## src/core/mode_ctl_pkg.sv

```systemverilog
package mode_ctl_pkg;

    // Word offsets of the task mode control words relative to base n.
    localparam logic [3:0] TASK1_MODE_OFS = 4'h3;
    localparam logic [3:0] TASK2_MODE_OFS = 4'h5;
    localparam logic [3:0] TASK3_MODE_OFS = 4'h7;
    localparam logic [3:0] TASK4_MODE_OFS = 4'h9;

    // Bit position of the automatic/manual bit in a task word.
    localparam int MODE_BIT = 1;

    // Word layout of the interface area.
    localparam int WORD_W = 16;
    localparam int NUM_TASKS = 4;
    localparam int UNIT_W = 7;
    localparam int ADDR_W = 12;

    // Base word is 2000 plus ten times the unit number.
    localparam logic [ADDR_W-1:0] AREA_BASE = 12'h7D0;
    localparam logic [ADDR_W-1:0] AREA_STRIDE = 12'h00A;

    // Reset value of the task words (manual mode).
    localparam logic [WORD_W-1:0] TASK_WORD_RST = 16'h0000;

    // Length of initial processing, in nanoseconds, and the clock period.
    localparam int INIT_TIME_NS = 100000;
    localparam int CLK_PERIOD_NS = 20;
    localparam int INIT_CYCLES = (INIT_TIME_NS + CLK_PERIOD_NS - 1) / CLK_PERIOD_NS;

    // Host write request carried as one bundle.
    typedef struct packed {
        logic valid;
        logic [ADDR_W-1:0] addr;
        logic [WORD_W-1:0] data;
    } host_wr_t;

    // Per-task action pulses toward the motion core.
    typedef struct packed {
        logic manual_stop;
        logic program_halt;
        logic all_axes_stop;
    } task_act_t;

endpackage : mode_ctl_pkg

```

## src/core/bit_edge_detect.sv

```systemverilog
`timescale 1ns/1ps
`default_nettype none
// Compares each sampled bit with its previous sample and pulses on each change.
module bit_edge_detect #(
    parameter int WIDTH = 4
) (
    input wire logic clk,
    input wire logic rst,
    input wire logic clear,
    input wire logic [WIDTH-1:0] level,
    output logic [WIDTH-1:0] rise,
    output logic [WIDTH-1:0] fall
);
    // Previous sample of the level.
    logic [WIDTH-1:0] prev_q;
    logic [WIDTH-1:0] prev_d;

    // Next previous-sample value follows the level; clear forces zero.
    always_comb begin
        prev_d = clear ? '0 : level;
    end

    // Register the sample.
    always_ff @(posedge clk or posedge rst) begin
        if (rst) begin
            prev_q <= '0;
        end else begin
            prev_q <= prev_d;
        end
    end

    // One-cycle pulses for each transition, masked while cleared.
    assign rise = clear ? '0 : (level & ~prev_q);
    assign fall = clear ? '0 : (~level & prev_q);
endmodule : bit_edge_detect
`default_nettype wire

```

## src/core/unit_restart_mode_control.sv

```systemverilog
`timescale 1ns/1ps
`default_nettype none
module unit_restart_mode_control
    import mode_ctl_pkg::*;
#(
    parameter int NUM_TASKS_USED = mode_ctl_pkg::NUM_TASKS,
    parameter int INIT_LEN = mode_ctl_pkg::INIT_CYCLES
) (
    input wire logic CLK,
    input wire logic RST,
    input wire logic [mode_ctl_pkg::UNIT_W-1:0] UNIT_NUMBER,
    input wire logic RESTART_FLAG,
    input wire mode_ctl_pkg::host_wr_t HOST_WR,
    input wire logic [mode_ctl_pkg::ADDR_W-1:0] HOST_RD_ADDR,
    input wire logic SAVE_REQ,
    input wire logic [10:0] AXIS_CMD_BITS,
    output logic [mode_ctl_pkg::WORD_W-1:0] HOST_RD_DATA,
    output logic INIT_BUSY,
    output logic [mode_ctl_pkg::NUM_TASKS-1:0] AUTO_MODE,
    output logic [mode_ctl_pkg::NUM_TASKS-1:0] RUN_PROGRAM,
    output mode_ctl_pkg::task_act_t [mode_ctl_pkg::NUM_TASKS-1:0] TASK_ACT,
    output logic [10:0] AXIS_CMD_EN,
    output logic SAVE_START
);
    import mode_ctl_pkg::*;

    // Width of the initial processing counter.
    localparam int CNT_W = $clog2(INIT_LEN + 1);
    // Command bit positions of the error counter reset and servo unlock.
    localparam int CMD_ERR_RST = 4;
    localparam int CMD_SERVO_UNLOCK = 10;
    // Only these two commands pass while any task is automatic.
    localparam logic [10:0] AUTO_CMD_MASK = (11'h001 << CMD_ERR_RST)
                                            | (11'h001 << CMD_SERVO_UNLOCK);

    // Sequencer states.
    typedef enum logic [1:0] {
        ST_INIT,
        ST_RUN,
        ST_RESTART_HELD
    } seq_state_t;

    // Returns the word address of a task offset for the configured unit.
    function automatic logic [ADDR_W-1:0] word_addr(input logic [UNIT_W-1:0] unit,
                                                     input logic [3:0] ofs);
        logic [ADDR_W-1:0] prod;
        prod = 12'(AREA_STRIDE * {{(ADDR_W-UNIT_W){1'b0}}, unit});
        word_addr = AREA_BASE + prod + {{(ADDR_W-4){1'b0}}, ofs};
    endfunction : word_addr

    // Returns the offset belonging to a task index.
    function automatic logic [3:0] task_ofs(input int idx);
        unique case (idx)
            0: task_ofs = TASK1_MODE_OFS;
            1: task_ofs = TASK2_MODE_OFS;
            2: task_ofs = TASK3_MODE_OFS;
            default: task_ofs = TASK4_MODE_OFS;
        endcase
    endfunction : task_ofs

    // Two-flop synchronisers for the pin inputs from the host.
    logic restart_s1_q;
    logic restart_s2_q;
    logic save_s1_q;
    logic save_s2_q;
    logic [10:0] cmd_s1_q;
    logic [10:0] cmd_s2_q;

    // Synchroniser chains; the first stage feeds only the second.
    always_ff @(posedge CLK or posedge RST) begin
        if (RST) begin
            restart_s1_q <= 1'b0;
            restart_s2_q <= 1'b0;
            save_s1_q <= 1'b0;
            save_s2_q <= 1'b0;
            cmd_s1_q <= '0;
            cmd_s2_q <= '0;
        end else begin
            restart_s1_q <= RESTART_FLAG;
            restart_s2_q <= restart_s1_q;
            save_s1_q <= SAVE_REQ;
            save_s2_q <= save_s1_q;
            cmd_s1_q <= AXIS_CMD_BITS;
            cmd_s2_q <= cmd_s1_q;
        end
    end

    // Sequencer registers.
    seq_state_t state_q;
    seq_state_t state_d;
    logic [CNT_W-1:0] cnt_q;
    logic [CNT_W-1:0] cnt_d;
    logic restart_prev_q;
    logic restart_prev_d;
    logic save_prev_q;
    logic save_prev_d;
    logic busy;

    // Initial processing runs after reset and after a restart request is released.
    always_comb begin
        state_d = state_q;
        cnt_d = cnt_q;
        restart_prev_d = restart_s2_q;
        save_prev_d = save_s2_q;
        unique case (state_q)
            ST_INIT: begin
                // Count out initial processing, applies on every entry.
                if (restart_s2_q) begin
                    state_d = ST_RESTART_HELD;
                end else if (cnt_q == CNT_W'(INIT_LEN - 1)) begin
                    state_d = ST_RUN;
                end else begin
                    cnt_d = cnt_q + CNT_W'(1);
                end
            end
            ST_RUN: begin
                // A set restart flag holds the unit until it is cleared.
                if (restart_s2_q) begin
                    state_d = ST_RESTART_HELD;
                end
            end
            ST_RESTART_HELD: begin
                // Clearing the flag starts a full restart like power-up.
                if (!restart_s2_q && restart_prev_q) begin
                    state_d = ST_INIT;
                    cnt_d = '0;
                end
            end
            default: begin
                state_d = ST_INIT;
                cnt_d = '0;
            end
        endcase
    end

    // Register the sequencer.
    always_ff @(posedge CLK or posedge RST) begin
        if (RST) begin
            state_q <= ST_INIT;
            cnt_q <= '0;
            restart_prev_q <= 1'b0;
            save_prev_q <= 1'b0;
        end else begin
            state_q <= state_d;
            cnt_q <= cnt_d;
            restart_prev_q <= restart_prev_d;
            save_prev_q <= save_prev_d;
        end
    end

    // The unit is busy whenever it is not running normally.
    assign busy = (state_q != ST_RUN);

    // Task mode words, volatile, reset to manual mode.
    logic [NUM_TASKS-1:0][WORD_W-1:0] task_word_q;
    logic [NUM_TASKS-1:0][WORD_W-1:0] task_word_d;
    logic [NUM_TASKS-1:0] mode_lvl;

    // Host writes update only the addressed task word, never while busy.
    always_comb begin
        task_word_d = task_word_q;
        for (int t = 0; t < NUM_TASKS; t++) begin
            if (busy) begin
                // Working memory is lost on restart; writes are dropped.
                task_word_d[t] = TASK_WORD_RST;
            end else if (t < NUM_TASKS_USED && HOST_WR.valid
                         && HOST_WR.addr == word_addr(UNIT_NUMBER, task_ofs(t))) begin
                task_word_d[t] = HOST_WR.data;
            end
        end
    end

    // Register the task words.
    always_ff @(posedge CLK or posedge RST) begin
        if (RST) begin
            task_word_q <= '0;
        end else begin
            task_word_q <= task_word_d;
        end
    end

    // Mode bit of each task: one is automatic, zero is manual.
    always_comb begin
        for (int t = 0; t < NUM_TASKS; t++) begin
            mode_lvl[t] = task_word_q[t][MODE_BIT];
        end
    end

    // Edge detection of the mode bits inside the device.
    logic [NUM_TASKS-1:0] mode_rise;
    logic [NUM_TASKS-1:0] mode_fall;
    logic [10:0] cmd_rise;

    bit_edge_detect #(.WIDTH(NUM_TASKS)) u_mode_edges (
        .clk(CLK),
        .rst(RST),
        .clear(busy),
        .level(mode_lvl),
        .rise(mode_rise),
        .fall(mode_fall)
    );

    // Edge detection of the axis command bits.
    bit_edge_detect #(.WIDTH(11)) u_cmd_edges (
        .clk(CLK),
        .rst(RST),
        .clear(busy),
        .level(cmd_s2_q),
        .rise(cmd_rise),
        .fall()
    );

    // Output registers.
    logic [WORD_W-1:0] rd_data_d;
    logic [WORD_W-1:0] rd_data_q;
    task_act_t [NUM_TASKS-1:0] act_d;
    task_act_t [NUM_TASKS-1:0] act_q;
    logic [10:0] cmd_en_d;
    logic [10:0] cmd_en_q;
    logic save_d;
    logic save_q;
    logic any_auto;

    // Computes action pulses, command enables, save start and read data.
    always_comb begin
        rd_data_d = '0;
        any_auto = |mode_lvl;
        for (int t = 0; t < NUM_TASKS; t++) begin
            act_d[t].manual_stop = mode_rise[t];
            act_d[t].program_halt = mode_fall[t];
            act_d[t].all_axes_stop = mode_fall[t];
            if (!busy && t < NUM_TASKS_USED
                && HOST_RD_ADDR == word_addr(UNIT_NUMBER, task_ofs(t))) begin
                rd_data_d = task_word_q[t];
            end
        end
        // Manual commands pass in manual mode; two also in automatic.
        cmd_en_d = any_auto ? (cmd_rise & AUTO_CMD_MASK) : cmd_rise;
        save_d = !busy && save_s2_q && !save_prev_q;
    end

    // Register the read data, action pulse, command enable and save start outputs.
    always_ff @(posedge CLK or posedge RST) begin
        if (RST) begin
            rd_data_q <= '0;
            act_q <= '0;
            cmd_en_q <= '0;
            save_q <= 1'b0;
        end else begin
            rd_data_q <= rd_data_d;
            act_q <= act_d;
            cmd_en_q <= cmd_en_d;
            save_q <= save_d;
        end
    end

    // Busy flag and mode levels registered for the outputs.
    logic busy_q;
    logic [NUM_TASKS-1:0] auto_q;
    logic [NUM_TASKS-1:0] run_q;

    // Program run level follows automatic mode while the unit is not busy; it is zero while busy.
    always_ff @(posedge CLK or posedge RST) begin
        if (RST) begin
            busy_q <= 1'b1;
            auto_q <= '0;
            run_q <= '0;
        end else begin
            busy_q <= busy;
            auto_q <= mode_lvl;
            run_q <= busy ? '0 : mode_lvl;
        end
    end

    assign HOST_RD_DATA = rd_data_q;
    assign INIT_BUSY = busy_q;
    assign AUTO_MODE = auto_q;
    assign RUN_PROGRAM = run_q;
    assign TASK_ACT = act_q;
    assign AXIS_CMD_EN = cmd_en_q;
    assign SAVE_START = save_q;
endmodule : unit_restart_mode_control
`default_nettype wire
```

## config.mk

```make
export PLATFORM = sky130hd
export DESIGN_NAME = unit_restart_mode_control
export DESIGN_NICKNAME = d
export VERILOG_FILES = /design/src/core/mode_ctl_pkg.sv /design/src/core/bit_edge_detect.sv /design/src/core/unit_restart_mode_control.sv
export SDC_FILE = /design/constraint.sdc
export NUM_CORES = 1
export LEC_CHECK = 0
export BUFFER_PORTS_ARGS = -buffer_cell sky130_fd_sc_hd__buf_2
export CORE_MARGIN = 2
export CORE_UTILIZATION = 30
export CTS_CLUSTER_DIAMETER = 120
export DETAILED_ROUTE_END_ITERATION = 6
export GPL_TIMING_DRIVEN = 0
export PLACE_DENSITY = 0.57
export SETUP_SLACK_MARGIN = 0.1
export SLEW_MARGIN = 20
export SYNTH_ARGS = -nofsm -noshare
export SYNTH_HDL_FRONTEND = slang
export SYNTH_SLANG_ARGS = --single-unit
```

## constraint.sdc

```tcl
create_clock -name CLK -period 12.6 [get_ports CLK]
set_input_delay 2.52 -clock CLK [delete_from_list [all_inputs] [get_ports CLK]]
set_output_delay 2.52 -clock CLK [all_outputs]
set_load 0.01 [all_outputs]
```

==> results.py <==
metrics = {
    "outcome": {
        "status": "finished, final reports clean",
    },
    "hold_path": {
        "hp-class": "reg -> reg",
    },
    "clocking": {
        "cts_hold_buf": 0,
        "clock_sinks": 163,
        "cts_buffer_depth": 2,
        "cts_resized": 0,
        "clkTransAtPathRegs_ps": 70,
        "clk-insertion-delay-late_ps": 430,
        "cts_tree": "done",
        "cts_made_buffers": 17,
        "htree_levels": 4,
        "cts_root_buffer": "clkbuf_16",
        "post-cts-setup-buffers": 0,
    },
    "cells_and_area": {
        "fin_nets": 1028,
        "layout-drive-gt1-share": 0.187,
        "fill_cells": 2852,
        "multi_input_area_um2": 4240,
        "seqCellArea_um2": 4080,
        "areaGrowthSynthToFinish_pct": 19.1,
        "utilization": 0.365,
    },
    "logic_synthesis": {
        "synth-async-reset-ratio": 1.00,
        "ys_seq_area_frac": 0.475,
        "syn_inst": 815,
        "synth_area_leader_cell": "dfrtp_1",
        "synth_seq_cells": 163,
        "synth.avg_cell_area_um2": 10.5,
        "yosys.cell_types.count": 78,
        "syn-num-nets": 897,
        "synth_edf_count": 0,
        "synth_top_area_share": 0.472,
        "ys_warn_count": 0,
        "synth.area.top_cells": "dfrtp_1, mux2i_1, xnor2_1",
        "synth.cell_area_um2": 8580,
        "ys.flop_type": "dfrtp_1",
        "synth_common_cells": "dfrtp_1, nor2_1, mux2i_1, xnor2_1",
        "synth_most_common_cell": "dfrtp_1",
    },
    "setup_path": {
        "crit_arrival_ps": 7790,
        "required_ps": 12910,
        "path_max_fanout": 10,
        "cp-end-kind": "register",
        "cpPeakStageDelay_ps": 820,
        "crit_slowest_cell": "a2111oi_0",
        "critPathKind": "in -> reg",
        "crit_chain": "buf_2 -> ha_1 -> ha_1 -> inv_1 -> fa_1 -> inv_1 -> ha_1 -> clkbuf_1 -> xor3_1 -> o21ai_0 -> or3_1 -> a2111oi_0 -> nand4_1 -> clkbuf_1 -> o21a_1 -> a22o_1",
        "path_common_cell": "ha_1",
        "worstSetupStartpointType": "input port",
    },
    "route": {
        "drt_iter0_markers": 377,
        "wl_um": 23000,
        "via_count": 6656,
        "ant_nets": 0,
        "wl_per_cell_um": 17.2,
        "dr.pass1.iters": 5,
        "drc": 0,
        "viasPerCell": 4.97,
    },
    "global_routing": {
        "grt_pass1_wl_um": 36700,
        "grt_pass1_vias": 6628,
        "grt_usage": 0.155,
        "grt_max_degree": 94,
        "gr-total-overflow": 0,
        "antenna_found_initial": 2,
    },
    "timing": {
        "grt_setup_unrepaired": "no",
        "relSlewSlack": 0.315,
        "final_hold_viol_count": 0,
        "clock_skew_ps": 16.2,
        "clock.fmax_ghz": 0.134,
        "setup_violations": 0,
        "post-route-period-util": 0.594,
        "tightestPinTransition_ps": 1010,
        "final_max_slew_viol_count": 0,
        "period_minus_slack_ps": 7490,
        "fin_tns_setup_ps": 0,
    },
    "pwr": {
        "power.density_nw_per_um2": 129,
        "leakage_uw": 0.00459,
        "vdd.ir_drop.worst_mv": 0.0956,
    },
    "placement": {
        "place_hpwl_um": 16400,
        "io_buffers": 110,
        "globalplace.congestion": 0.887,
    },
    "floorplan": {
        "die_height_um": 173,
        "pin_count": 112,
        "initial_core_util": 0.306,
        "rows": 61,
        "core-area_um2": 28000,
        "die_area_um2": 30000,
        "die_w_um": 173,
    },
    "run": {
        "drv_cap": 0,
    },
}
-- metal layers --
metal	track usage	share of wire	vias to the layer above	wire, um
met4	0.0403	0.017	2	395
li1	-	-	3176	-
met1	0.217	0.48	3294	11100
met3	0.0317	0.041	20	936
met5	0	0.00030	-	7
met2	0.245	0.46	164	10600
-- cell families (layout without fill, tap and decap cells) --
group                      Yosys count  in the layout  synth area share
other                                0              1                 0
and+or+nand+nor                    268            268             0.162
AOI/OAI and AO/OA                  166            166             0.143
xor gates and xnor gates            84             84            0.0981
buffers and inverters               63            207            0.0313
muxes                               52             52            0.0611
DFF                                163            163             0.475
adders and majority gates           19             19            0.0286
-- sequential cells by signal, indices dropped and copies added (netlist names), 2 cells and up --
register / cells
task_word_q: 60
HOST_RD_DATA: 16
cnt_q: 13
AXIS_CMD_EN: 11
cmd_s1_q: 11
cmd_s2_q: 11
u_cmd_edges.prev_q: 11
TASK_ACT: 8
AUTO_MODE: 4
RUN_PROGRAM: 4
mode_lvl: 4
state_q: 2
-- layout make-up --
type / instances / area share
repair buffers: 112 / 0.0571
inverters: 19 / 0.00771
diodes: 1 / 0.000245
plain buffers: 44 / 0.0193
clock buffers: 18 / 0.0420
well taps: 378 / 0.0463
clock inverters: 14 / 0.0133
flip-flops and latches: 163 / 0.399
multi-input cells: 589 / 0.415
-- path summary, 6_finish.rpt --
path,startpoint,endpoint,slack (ps),cells after the start
max in group asynchronous,RST,HOST_RD_DATA[5],9660,3
min in group asynchronous,RST,TASK_ACT[11],2110,2
setup reg to reg,state_q[1],HOST_RD_DATA[5],8600,11
setup / recovery,UNIT_NUMBER[1],HOST_RD_DATA[5],5110,16
hold reg to reg,cmd_s1_q[7],cmd_s2_q[7],350,0
hold / removal,cmd_s1_q[7],cmd_s2_q[7],350,0
-- power by group --
group,leakage [uW],internal (uW),switching (uW)
registers,0.00220,530,3.38
logic,0.00212,106,181
clock network,0.000269,262,236
-- critical path: cells and delay by family --
kind,cells,cell delay (ps)
fa+ha+maj,4,1100
compound gates,4,1650
simple gates,2,960
xor+xnor,1,550
buf+inv,5,1020
-- through the flow --
stage | power (uW) | worst slack, ps | hold slack (ps) | cells | instance area, um^2
4_1_cts | 1330 | 5090 | 353 | 1337 | 10200
5_1_grt | 1390 | 4840 | 358 | 1338 | 10200
3_3_place_gp | 824 | 3680 | 334 | 1303 | 9610
6_report | 1320 | 5110 | 351 | 1338 | 10200
3_5_place_dp | 828 | 4640 | 337 | 1305 | 9650
2_1_floorplan | 753 | 5680 | 331 | 815 | 8580
-- placed cells by master (no fill, tap or decap), drive strengths merged, types with 5 or more instances in the layout --
cell type,n
a2111oi,5
a211oi,8
a21oi,31
a221o,17
a22o,17
and2,27
buf,126
clkbuf,48
dfrtp,162
ha,18
inv,28
mux2i,49
nand2,35
nand3,35
nand4,11
nor2,81
nor2b,7
nor3,18
nor3b,15
o21a,20
o21ai,33
or3,11
or4,5
xnor2,45
xnor3,5
xor2,33
Power figures use the tool's default switching activity.
